==> src/design/tag_filter_defs.svh <==
`ifndef TAG_FILTER_DEFS_SVH
`define TAG_FILTER_DEFS_SVH

// Clock and time base
`define CLK_PERIOD_NS 8
`define ONE_SEC_NS 1000000000
`define UNIQUE_LIMIT_S 120
`define RETX_DEFAULT_S 8'h01

// Widths and depths
`define ID_W 64
`define FIFO_DEPTH 8
`define AGE_W 9

// ASCII bounds for hex digits
`define CH_ZERO 8'h30
`define CH_NINE 8'h39
`define CH_UA 8'h41
`define CH_UF 8'h46
`define CH_LA 8'h61
`define CH_LF 8'h66
`define HEX_TEN 4'hA

// Command lengths in characters
`define LEN_TWO 3'h2
`define LEN_THREE 3'h3
`define LEN_FOUR 3'h4

// Command codes, digits packed one per nibble
`define CMD_ALL 8'h40
`define CMD_SEP1 16'h4100
`define CMD_SEP2 16'h4101
`define CMD_RETX 8'h46
`define CMD_EMUL_OFF 12'h450
`define CMD_EMUL_ON 12'h451
`define CMD_GRP1_OFF 12'h452
`define CMD_GRP1_ON 12'h453
`define CMD_SORT_OFF 12'h454
`define CMD_SORT_ON 12'h455
`define CMD_INIT_ON 12'h456
`define CMD_INIT_OFF 12'h457
`define CMD_GRP2_OFF 12'h458
`define CMD_GRP2_ON 12'h459
`define CMD_MODE_DUAL1 12'h470
`define CMD_MODE_LEGACY 12'h471
`define CMD_MODE_ID 12'h472
`define CMD_MODE_EXT 12'h473
`define CMD_MODE_DUAL2 12'h474
`define CMD_MODE_NOEAC 12'h477

`endif

==> src/design/tag_filter_pkg.sv <==
package tag_filter_pkg;

    // Tag read modes
    typedef enum logic [2:0] {
        MODE_DUAL1,
        MODE_LEGACY,
        MODE_ID,
        MODE_EXT,
        MODE_DUAL2,
        MODE_ID_NOEAC
    } read_mode_t;

    // Tag pipeline states
    typedef enum logic {
        ST_IDLE,
        ST_HOLD
    } pipe_state_t;

endpackage : tag_filter_pkg

==> src/design/id_fifo.sv <==
`timescale 1ns/100ps
`default_nettype none
`include "tag_filter_defs.svh"

module id_fifo #(
    parameter int W = `ID_W,
    parameter int DEPTH = `FIFO_DEPTH
) (
    // Clock and reset
    input wire logic clk_in,
    input wire logic resetn_in,
    // Fill side
    input wire logic in_valid_in,
    output logic in_ready_out,
    input wire logic [W-1:0] in_data_in,
    // Drain side
    output logic out_valid_out,
    input wire logic out_ready_in,
    output logic [W-1:0] out_data_out
);
    localparam int CW = $clog2(DEPTH + 1);

    typedef struct packed {
        logic [DEPTH-1:0][W-1:0] mem;
        logic [CW-1:0] count;
        logic full;
        logic nonempty;
    } fifo_st_t;

    fifo_st_t q;
    fifo_st_t d;
    logic push;
    logic pop;
    logic [CW-1:0] wr_idx;

    // Shift-down storage keeps the head in slot 0, so the output is a flop
    always_comb begin
        d = q;
        push = in_valid_in && !q.full;
        pop = out_ready_in && q.nonempty;
        wr_idx = pop ? q.count - 1'b1 : q.count;
        if (pop) begin
            for (int i = 0; i < DEPTH - 1; i++) begin
                d.mem[i] = q.mem[i+1];
            end
        end
        if (push) begin
            d.mem[wr_idx] = in_data_in;
        end
        if (push && !pop) begin
            d.count = q.count + 1'b1;
        end else if (pop && !push) begin
            d.count = q.count - 1'b1;
        end
        d.full = (d.count == CW'(DEPTH));
        d.nonempty = (d.count != '0);
    end

    // State register
    always_ff @(posedge clk_in or negedge resetn_in) begin
        if (!resetn_in) begin
            q <= '0;
        end else begin
            q <= d;
        end
    end

    assign in_ready_out = !q.full;
    assign out_valid_out = q.nonempty;
    assign out_data_out = q.mem[0];

    // Count never passes the depth and flags track it
    a_fifo_flags: assert property (@(posedge clk_in) disable iff (!resetn_in)
        (q.count <= CW'(DEPTH)) && (q.full == (q.count == CW'(DEPTH))) && (q.nonempty == (q.count != '0)))
        else $error("fifo flags disagree with count");

endmodule : id_fifo
`default_nettype wire

==> src/design/tag_id_filter.sv <==
//
// Overview of operation
// - Transmit-all bypasses uniqueness until criterion reselected
// - 4100 separation one default, 4101 two
// - Two-entry store, latest and distinct previous
// - Separation one: send if differs from latest
// - Separation two: send if differs from both
// - Store updated by every acquired ID
// - Repeat ID accepted after two minutes
// - 450 emulation off default, 451 on
// - Emulation sends formatted tags on emulation output
// - Unformatted tags dropped in emulation; relay always
// - 452 group one off default, 453 on
// - 458 group two off default, 459 on
// - 454 sorting off default, 455 on
// - 456 default: initialize tags during sorting
// - 457: no initialize, identified tags skipped
// - 46NN retransmit seconds 01 to FF, default 01
// - Legacy mode doubles retransmit period
// - Hex interval digits accepted in either case
// - 470 dual, 471 legacy, 473 extended default
// - 472 ID only, 474 ID plus legacy
// - 477 reads ID without application code check
//
`timescale 1ns/100ps
`default_nettype none
`include "tag_filter_defs.svh"

module tag_id_filter #(
    parameter int ID_W = `ID_W,
    parameter int FIFO_DEPTH = `FIFO_DEPTH,
    parameter int SEC_CYCLES = `ONE_SEC_NS / `CLK_PERIOD_NS
) (
    // Clock and reset
    input wire logic clk_in,
    input wire logic resetn_in,
    // Parsed command from serial front end
    input wire logic cmd_valid_in,
    input wire logic [31:0] cmd_text_in,
    input wire logic [2:0] cmd_len_in,
    // Command reply
    output logic reply_valid_out,
    output logic reply_ok_out,
    // Acquired tag from the decoder
    input wire logic tag_valid_in,
    output logic tag_ready_out,
    input wire logic [ID_W-1:0] tag_id_in,
    input wire logic tag_enhanced_in,
    input wire logic tag_emul_fmt_in,
    input wire logic tag_group1_in,
    input wire logic tag_group2_in,
    input wire logic tag_app_code_ok_in,
    // IDs toward the host serial port
    output logic host_valid_out,
    input wire logic host_ready_in,
    output logic [ID_W-1:0] host_id_out,
    // IDs toward the emulation data pair
    output logic wieg_valid_out,
    input wire logic wieg_ready_in,
    output logic [ID_W-1:0] wieg_id_out,
    // Lock relay pulse
    output logic relay_pulse_out,
    // Configuration seen by the radio side
    output logic unique_off_out,
    output logic unique_sep2_out,
    output logic emul_enable_out,
    output logic group1_enable_out,
    output logic group2_enable_out,
    output logic sort_enable_out,
    output logic sort_init_out,
    output var tag_filter_pkg::read_mode_t read_mode_out,
    output logic [7:0] retx_interval_out
);
    import tag_filter_pkg::*;

    localparam int AW = `AGE_W;
    localparam int SEC_W = $clog2(SEC_CYCLES);

    typedef struct packed {
        pipe_state_t st;
        logic tag_rdy;
        logic [ID_W-1:0] p_id;
        logic p_emfmt;
        logic [ID_W-1:0] e1;
        logic [ID_W-1:0] e2;
        logic v1;
        logic v2;
        logic [AW-1:0] a1;
        logic [AW-1:0] a2;
        logic [SEC_W-1:0] tick_cnt;
        logic [AW-1:0] retx_age;
        logic [ID_W-1:0] last_wieg;
        logic last_wieg_v;
        logic wv;
        logic [ID_W-1:0] wid;
        logic relay;
        logic rv;
        logic rok;
        logic all_mode;
        logic sep2;
        logic emul;
        logic grp1;
        logic grp2;
        logic sort_en;
        logic sort_init;
        read_mode_t mode;
        logic [7:0] retx;
    } state_t;

    state_t q;
    state_t d;

    // Hex digit decode, returns valid flag over value
    function automatic logic [4:0] hex_digit(input logic [7:0] c);
        logic [4:0] r;
        r = '0;
        if (c >= `CH_ZERO && c <= `CH_NINE) begin
            r = {1'b1, 4'(c - `CH_ZERO)};
        end else if (c >= `CH_UA && c <= `CH_UF) begin
            r = {1'b1, 4'(c - `CH_UA) + `HEX_TEN};
        end else if (c >= `CH_LA && c <= `CH_LF) begin
            r = {1'b1, 4'(c - `CH_LA) + `HEX_TEN};
        end
        return r;
    endfunction : hex_digit

    // Seconds counters saturate rather than wrap, so old IDs stay old
    function automatic logic [AW-1:0] sat_inc(input logic [AW-1:0] v);
        return (v == '1) ? v : v + 1'b1;
    endfunction : sat_inc

    // Which tags the selected read mode lets through
    function automatic logic mode_ok(input read_mode_t m, input logic enh, input logic eac);
        logic r;
        r = 1'b0;
        if (enh) begin
            r = (m != MODE_LEGACY) && ((m == MODE_ID_NOEAC) || eac);
        end else begin
            r = (m == MODE_DUAL1) || (m == MODE_LEGACY) || (m == MODE_DUAL2);
        end
        return r;
    endfunction : mode_ok

    logic tick;
    logic cap;
    logic acq;
    logic proc;
    logic m1;
    logic m2;
    logic uniq;
    logic retx_due;
    logic push;
    logic wsend;
    logic fifo_ready;
    logic [AW-1:0] period;
    logic [4:0] h0;
    logic [4:0] h1;
    logic [4:0] h2;
    logic [4:0] h3;
    logic [11:0] code12;
    logic [15:0] code16;
    logic ok3;
    logic ok4;

    // Next-state logic for tag path and command decode
    always_comb begin
        d = q;
        d.relay = 1'b0;
        d.rv = 1'b0;

        // One-second time base for ages and retransmit
        tick = (q.tick_cnt == SEC_W'(SEC_CYCLES - 1));
        d.tick_cnt = tick ? '0 : q.tick_cnt + 1'b1;
        if (tick) begin
            d.a1 = sat_inc(q.a1);
            d.a2 = sat_inc(q.a2);
            d.retx_age = sat_inc(q.retx_age);
        end

        // Emulation word leaves on handshake
        if (q.wv && wieg_ready_in) begin
            d.wv = 1'b0;
        end

        // Capture stage applies mode and group filters
        cap = tag_valid_in && q.tag_rdy && (q.st == ST_IDLE);
        acq = cap && mode_ok(q.mode, tag_enhanced_in, tag_app_code_ok_in)
            && (!q.grp1 || tag_group1_in)
            && (!q.grp2 || tag_group2_in);
        if (acq) begin
            d.st = ST_HOLD;
            d.p_id = tag_id_in;
            d.p_emfmt = tag_emul_fmt_in;
            d.relay = 1'b1;
        end

        // Uniqueness against the two-entry store; stale entries do not block
        m1 = q.v1 && (q.e1 == q.p_id) && (q.a1 <= AW'(`UNIQUE_LIMIT_S));
        m2 = q.v2 && (q.e2 == q.p_id) && (q.a2 <= AW'(`UNIQUE_LIMIT_S));
        uniq = q.all_mode || (q.sep2 ? !(m1 || m2) : !m1);

        // Retransmit period doubles in legacy read mode
        period = (q.mode == MODE_LEGACY) ? {q.retx, 1'b0} : {1'b0, q.retx};
        retx_due = q.last_wieg_v && (q.last_wieg == q.p_id) && (q.retx_age >= period);

        // Process only when both outputs can take the word
        proc = (q.st == ST_HOLD) && fifo_ready && !q.wv;
        push = proc && uniq && !q.emul;
        wsend = proc && q.emul && q.p_emfmt && (uniq || retx_due);
        if (proc) begin
            d.st = ST_IDLE;
            if (q.v1 && (q.e1 == q.p_id)) begin
                d.a1 = '0;
            end else begin
                d.e2 = q.e1;
                d.v2 = q.v1;
                d.a2 = d.a1;
                d.e1 = q.p_id;
                d.v1 = 1'b1;
                d.a1 = '0;
            end
        end
        if (wsend) begin
            d.wv = 1'b1;
            d.wid = q.p_id;
            d.last_wieg = q.p_id;
            d.last_wieg_v = 1'b1;
            d.retx_age = '0;
        end
        // Ready is registered from the next state, so it drops on the same edge as a capture
        d.tag_rdy = (d.st == ST_IDLE);

        // Command text, first character in the top byte
        h0 = hex_digit(cmd_text_in[31:24]);
        h1 = hex_digit(cmd_text_in[23:16]);
        h2 = hex_digit(cmd_text_in[15:8]);
        h3 = hex_digit(cmd_text_in[7:0]);
        code12 = {h0[3:0], h1[3:0], h2[3:0]};
        code16 = {code12, h3[3:0]};
        ok3 = h0[4] && h1[4] && h2[4];
        ok4 = ok3 && h3[4];
        if (cmd_valid_in) begin
            d.rv = 1'b1;
            d.rok = 1'b1;
            if (cmd_len_in == `LEN_TWO && h0[4] && h1[4] && code12[11:4] == `CMD_ALL) begin
                d.all_mode = 1'b1;
            end else if (cmd_len_in == `LEN_FOUR && ok4 && code16 == `CMD_SEP1) begin
                d.all_mode = 1'b0;
                d.sep2 = 1'b0;
            end else if (cmd_len_in == `LEN_FOUR && ok4 && code16 == `CMD_SEP2) begin
                d.all_mode = 1'b0;
                d.sep2 = 1'b1;
            end else if (cmd_len_in == `LEN_FOUR && ok4 && code16[15:8] == `CMD_RETX
                         && code16[7:0] != 8'h00) begin
                d.retx = code16[7:0];
            end else if (cmd_len_in == `LEN_THREE && ok3) begin
                case (code12)
                    `CMD_EMUL_OFF: d.emul = 1'b0;
                    `CMD_EMUL_ON: d.emul = 1'b1;
                    `CMD_GRP1_OFF: d.grp1 = 1'b0;
                    `CMD_GRP1_ON: d.grp1 = 1'b1;
                    `CMD_SORT_OFF: d.sort_en = 1'b0;
                    `CMD_SORT_ON: d.sort_en = 1'b1;
                    `CMD_INIT_ON: d.sort_init = 1'b1;
                    `CMD_INIT_OFF: d.sort_init = 1'b0;
                    `CMD_GRP2_OFF: d.grp2 = 1'b0;
                    `CMD_GRP2_ON: d.grp2 = 1'b1;
                    `CMD_MODE_DUAL1: d.mode = MODE_DUAL1;
                    `CMD_MODE_LEGACY: d.mode = MODE_LEGACY;
                    `CMD_MODE_ID: d.mode = MODE_ID;
                    `CMD_MODE_EXT: d.mode = MODE_EXT;
                    `CMD_MODE_DUAL2: d.mode = MODE_DUAL2;
                    `CMD_MODE_NOEAC: d.mode = MODE_ID_NOEAC;
                    default: d.rok = 1'b0;
                endcase
            end else begin
                d.rok = 1'b0;
            end
        end
    end

    // State register with power-on defaults
    always_ff @(posedge clk_in or negedge resetn_in) begin
        if (!resetn_in) begin
            q <= '0;
            q.st <= ST_IDLE;
            q.tag_rdy <= 1'b1;
            q.sort_init <= 1'b1;
            q.mode <= MODE_EXT;
            q.retx <= `RETX_DEFAULT_S;
        end else begin
            q <= d;
        end
    end

    // Host path buffer; a stalled host backs up into the capture stage
    id_fifo #(
        .W(ID_W),
        .DEPTH(FIFO_DEPTH)
    ) u_host_fifo (
        .clk_in(clk_in),
        .resetn_in(resetn_in),
        .in_valid_in(push),
        .in_ready_out(fifo_ready),
        .in_data_in(q.p_id),
        .out_valid_out(host_valid_out),
        .out_ready_in(host_ready_in),
        .out_data_out(host_id_out)
    );

    // Outputs straight from the state register
    assign tag_ready_out = q.tag_rdy;
    assign reply_valid_out = q.rv;
    assign reply_ok_out = q.rok;
    assign wieg_valid_out = q.wv;
    assign wieg_id_out = q.wid;
    assign relay_pulse_out = q.relay;
    assign unique_off_out = q.all_mode;
    assign unique_sep2_out = q.sep2;
    assign emul_enable_out = q.emul;
    assign group1_enable_out = q.grp1;
    assign group2_enable_out = q.grp2;
    assign sort_enable_out = q.sort_en;
    assign sort_init_out = q.sort_init;
    assign read_mode_out = q.mode;
    assign retx_interval_out = q.retx;

    a_relay_on_acquire: assert property (@(posedge clk_in) disable iff (!resetn_in)
        acq |=> relay_pulse_out ##1 !relay_pulse_out)
        else $error("relay pulse missing after acquired tag");

    a_all_mode_pass: assert property (@(posedge clk_in) disable iff (!resetn_in)
        (proc && q.all_mode && !q.emul) |=> host_valid_out)
        else $error("transmit-all dropped an ID");

    a_sep_one_block: assert property (@(posedge clk_in) disable iff (!resetn_in)
        (proc && !q.all_mode && !q.sep2 && q.v1 && q.e1 == q.p_id && q.a1 <= AW'(`UNIQUE_LIMIT_S)) |-> !push)
        else $error("repeat of latest ID was sent");

    a_sep_two_block: assert property (@(posedge clk_in) disable iff (!resetn_in)
        (proc && !q.all_mode && q.sep2 && q.v2 && q.e2 == q.p_id && q.a2 <= AW'(`UNIQUE_LIMIT_S)) |-> !push)
        else $error("repeat of second ID was sent");

    a_store_update: assert property (@(posedge clk_in) disable iff (!resetn_in)
        proc |=> (q.e1 == $past(q.p_id)) && q.v1 && (q.e1 != q.e2 || !q.v2))
        else $error("store not updated with processed ID");

    a_emul_no_host: assert property (@(posedge clk_in) disable iff (!resetn_in)
        (proc && q.emul) |-> !push ##1 (q.wv == ($past(q.p_emfmt) && ($past(uniq) || $past(retx_due)))))
        else $error("emulation routing wrong");

    a_sep_select: assert property (@(posedge clk_in) disable iff (!resetn_in)
        (cmd_valid_in && cmd_len_in == `LEN_FOUR && cmd_text_in == 32'h34313031)
        |=> unique_sep2_out && !unique_off_out && reply_valid_out && reply_ok_out)
        else $error("separation two not selected");

    a_bad_interval: assert property (@(posedge clk_in) disable iff (!resetn_in)
        (cmd_valid_in && cmd_len_in == `LEN_FOUR && cmd_text_in == 32'h34363030)
        |=> reply_valid_out && !reply_ok_out && $stable(retx_interval_out))
        else $error("zero interval not refused");

    a_case_interval: assert property (@(posedge clk_in) disable iff (!resetn_in)
        (cmd_valid_in && cmd_len_in == `LEN_FOUR && cmd_text_in == 32'h34366641)
        |=> retx_interval_out == 8'hFA && reply_ok_out)
        else $error("lower case interval not taken");

endmodule : tag_id_filter
`default_nettype wire

==> config.mk <==
export PLATFORM = sky130hd
export DESIGN_NAME = tag_id_filter
export DESIGN_NICKNAME = d
export VERILOG_FILES = /design/src/design/tag_filter_pkg.sv /design/src/design/id_fifo.sv /design/src/design/tag_id_filter.sv
export VERILOG_INCLUDE_DIRS = /design/src /design/src/design
export SDC_FILE = /design/constraint.sdc
export NUM_CORES = 2
export LEC_CHECK = 0
export ABC_AREA = 1
export BUFFER_PORTS_ARGS = -buffer_cell sky130_fd_sc_hd__buf_2
export CAP_MARGIN = 20
export CORE_UTILIZATION = 61
export DETAILED_ROUTE_END_ITERATION = 8
export PLACE_DENSITY = 0.79
export REMOVE_ABC_BUFFERS = 1
export SLEW_MARGIN = 20
export SYNTH_ARGS = -nofsm -noshare
export SYNTH_HDL_FRONTEND = slang
export SYNTH_SLANG_ARGS = --single-unit
==> constraint.sdc <==
create_clock -name clk_in -period 3.2 [get_ports clk_in]
set_input_delay 0.64 -clock clk_in [delete_from_list [all_inputs] [get_ports clk_in]]
set_output_delay 0.64 -clock clk_in [all_outputs]
set_load 0.05 [all_outputs]
==> flow_summary_export.csv <==
group,metric,value,unit
yosys,synthMuxAreaShare,0.000537,
timing,hold_viol_final,0,
clocking,htreeDepth,3,
timing,setup_slack,176,ps
placement,dp_worst_setup_slack,33.5,ps
routing,wl_per_cell,19.5,um
floorplanning,io_pins,262,
power_and_ir_drop,p_total,44.9,mW
clocking,clockBufferDepth,3,
clocking,cts_tree,"done",
routing,vias,35588,
routing,wl_met2,53800,um
yosys,yosysUniqueCellTypes,47,
final_layout,fin_util,0.693,
power_and_ir_drop,vdd_drop_max,0.643,mV
placement,place.gp.congestion,0.968,
grt,grt_usage,0.336,
power_and_ir_drop,p_sw,17.6,mW
final_layout,area_growth_syn_to_layout,11.7,%
clocking,numCtsBuffers,89,
floorplanning,die_w,264,um
setup_path,cp-start-kind,"register",
timing,maxSlewHeadroom,0.286,
routing,met1_length,48600,um
yosys,yosysTopAreaCell,"dfrtp_1",
routing,drtIter0Drc,4012,
grt,grt_pass1_wl,186000,um
final_layout,register_area,21400,um^2
setup_path,critical-path-max-stage-delay,570,ps
timing,slew_violations,0,
timing,finalSetupViolations,0,
routing,via_per_inst,5.91,
timing,tightest_slew,1070,ps
yosys,synth_fa_ha_area_frac,0.00866,
yosys,synth-main-ff-cell,"dfrtp_1",
setup_path,slowest_stage,"xnor2_1",
routing,first_pass_iters,7,
setup_path,critPathArrivalTime,3580,ps
placement,dpl_cell_area,43600,um^2
yosys,synth_area_leaders,"dfrtp_1 51%, nand2_1 11%, o21ai_0 7.6%",
clocking,post_cts_buffers,0,
placement,numPortBuffers,261,
grt,grt_overflow,0,
routing,top_layer,"met4",
job,drv_cap,0,
power_and_ir_drop,internal_power,27.3,mW
yosys,synth_top_family_by_area,"simple AND/OR/NAND/NOR gates",
setup_path,critPathCaptureType,"register",
setup_path,crit_chain,"xnor2_1, nand3_1, nor2_1, nand2_1, nor2_1, nand3_1, nand2_2, nand2_2, nand2_4, nor2_1, nand2_4, buf_16, o211ai_1, o21ai_0",
timing,fin_crit,3020,ps
yosys,synth-compound-area-share,0.173,
power_and_ir_drop,share_comb_of_total_power,0.355,
yosys,synth_top_area_frac,0.508,
yosys,ys_ff_latch,856,
floorplanning,row_count,95,
power_and_ir_drop,p_sw_frac,0.392,
clocking,cts_sinks,856,
final_layout,fillers,5169,
timing,fmax,331,MHz
setup_path,crit_required,3760,ps
yosys,synth_edf_count,0,
power_and_ir_drop,power_density,959,nW/um^2
routing,drc,0,
yosys,synth_area_per_cell,8.34,um^2
yosys,ys_warn_count,0,
timing,timing.final.crit_share,0.945,
final_layout,drive_gt1_frac,0.143,
setup_path,crit_top_cell,"nor2_1",
placement,dp_hpwl,76500,um
grt,grt_pass1_vias,33911,
setup_path,crit_fanout,78,
worst_hold_path,hold_class,"input port to register",
routing,ant_nets,0,
yosys,syn-instance-count,5022,
yosys,synth_simple_gate_area_frac,0.179,
yosys,synth-xor-area-share,0.0238,
floorplanning,coreArea,67500,um^2
power_and_ir_drop,power_leakage,22.1,nW
power_and_ir_drop,seq_power_share,0.399,
grt,grt_max_degree,212,
floorplanning,initial_core_util,0.621,
setup_path,worstSetupPathType,"register to register",
yosys,synthesis.area,41900,um^2
yosys,ys_async_sr_fraction,1.00,
grt,antenna_found_initial,0,
floorplanning,dieArea,69700,um^2
final_layout,multi_input_area,16300,um^2
final_layout,fin_nets,5218,
clocking,clk_pin_slew,60,ps
routing,wl,118000,um
power_and_ir_drop,p_clk_frac,0.245,
clocking,clockRootBuffer,"clkbuf_16",
outcome,outcome,"finished, final reports clean",
clocking,clk_latency,660,ps
final_layout,antenna_cells,0,
timing,fin_skew,37.8,ps
floorplanning,chipHeight,264,um
final_layout,final_area,46800,um^2
routing,wl_met3,10500,um
yosys,yosysSeqAreaShare,0.511,
repair_timing:
| action | 4_1_cts | 5_1_grt |
|---|---|---|
| resized for setup | 0 | 11 |
| hold endpoints to repair | 46 | 0 |
| hold buffers | 1 | 0 |
| endpoints found under the setup margin | 0 | 383 |
critical path, delay by kind of cell (launching register included):
family	cells	cell delay, ps
AOI/OAI and AO/OA	2	290
xor gates and xnor gates	1	570
DFF	1	460
buffers and inverters	1	310
and+or+nand+nor	10	1260
synthesized netlist by cell type (6+ instances only):
master,number
clkbuf_1,170
buf_2,112
nor3_1,30
ha_1,29
inv_1,409
buf_1,8
a221oi_1,6
nor4_1,9
a21oi_1,66
nand2_1,1277
a31oi_1,62
buf_4,182
xor2_1,60
o22ai_1,20
nor2_2,7
dfrtp_1,851
o21ai_1,150
xnor2_1,54
nand4_1,44
nor2_1,260
o21ai_0,633
or2_2,67
o211ai_1,292
buf_6,9
inv_2,24
nand3_1,137
o21ai_2,9
cells by family after synthesis:
group                    count (synthesis)
flip-flops                             856
AO/OA/AOI/OAI                         1257
AND/OR/NAND/NOR                       1846
buffers and inverters                  918
adder cells (fa/ha/maj)                 29
XOR/XNOR                               114
multiplexers                             2
stage by stage:
stage | cells | setup TNS [ps] | hold slack (ps)
6_report | 6020 | 0 | 186
5_1_grt | 6020 | -3.85 | 179
4_1_cts | 6019 | 0 | 160
3_5_place_dp | 5859 | 0 | 456
3_3_place_gp | 5859 | 0 | 454
2_1_floorplan | 4538 | - | 344
layout make-up:
class,count,area share
flip-flops and latches,856,0.458
multi-input cells,3249,0.347
repair buffers,449,0.0697
clock buffers,125,0.0554
inverters,434,0.0350
well taps,873,0.0233
clock inverters,34,0.0111
metal layers:
layer  GRT usage  vias up
met4       0.142        0
li1            -    16466
met1       0.472    17185
met2       0.519     1663
met3      0.0570      274
met5           0        -
sequential cells by signal, summed over array words and instances (netlist names), 3 cells and up:
signal	count
read_mode_out	3
retx_interval_out	8
wieg_id_out	64
q	251
u_host_fifo.out_data_out	64
u_host_fifo.q	453
power by group through the flow:
stage / Sequential (mW) / Combinational, mW / Clock (mW)
finish: 17.9 / 16.0 / 11.0
global route: 18.3 / 17.6 / 11.5
CTS: 17.8 / 15.7 / 11.1
detailed placement: 17.9 / 15.5 / 0
global placement: 17.7 / 15.0 / 0
floorplan: 18.7 / 9.06 / 0
cell usage in the layout (no fill, tap or decap), drive strengths merged:
cell         instances
clkbuf             125
nand4               44
o211ai             292
a21oi               66
a221oi               6
and3                 2
a31o                 1
o22ai               20
or2                 70
dlygate4sd3          1
xnor2               54
nand2             1280
o2111ai              3
nand3              141
dfstp                5
inv                436
nor3                30
a21o                 1
dfrtp              851
o21ai              792
o22a                 1
nor2               268
buf                448
mux2                 2
clkinvlp             4
xor2                60
o21bai               1
a211oi               5
nand3b               1
bufinv              11
a22oi                2
nor4                 9
nor3b                2
o21a                 2
ha                  29
clkinv              17
o31ai                3
a31oi               62
path summary, 6_finish.rpt:
| kind | from | end | slack (ps) | depth (start not counted) |
|---|---|---|---|---|
| worst max-delay path | q[386] | u_host_fifo.q[354] | 180 | 14 |
| worst min-delay path | tag_id_in[19] | q[355] | 190 | 3 |
| worst max register to register | q[386] | u_host_fifo.q[354] | 180 | 14 |
| worst min register to register | q[86] | q[86] | 480 | 2 |
| max in group asynchronous | resetn_in | q[347] | 1600 | 3 |
| min in group asynchronous | resetn_in | relay_pulse_out | 540 | 2 |
Power figures use the tool's default switching activity.
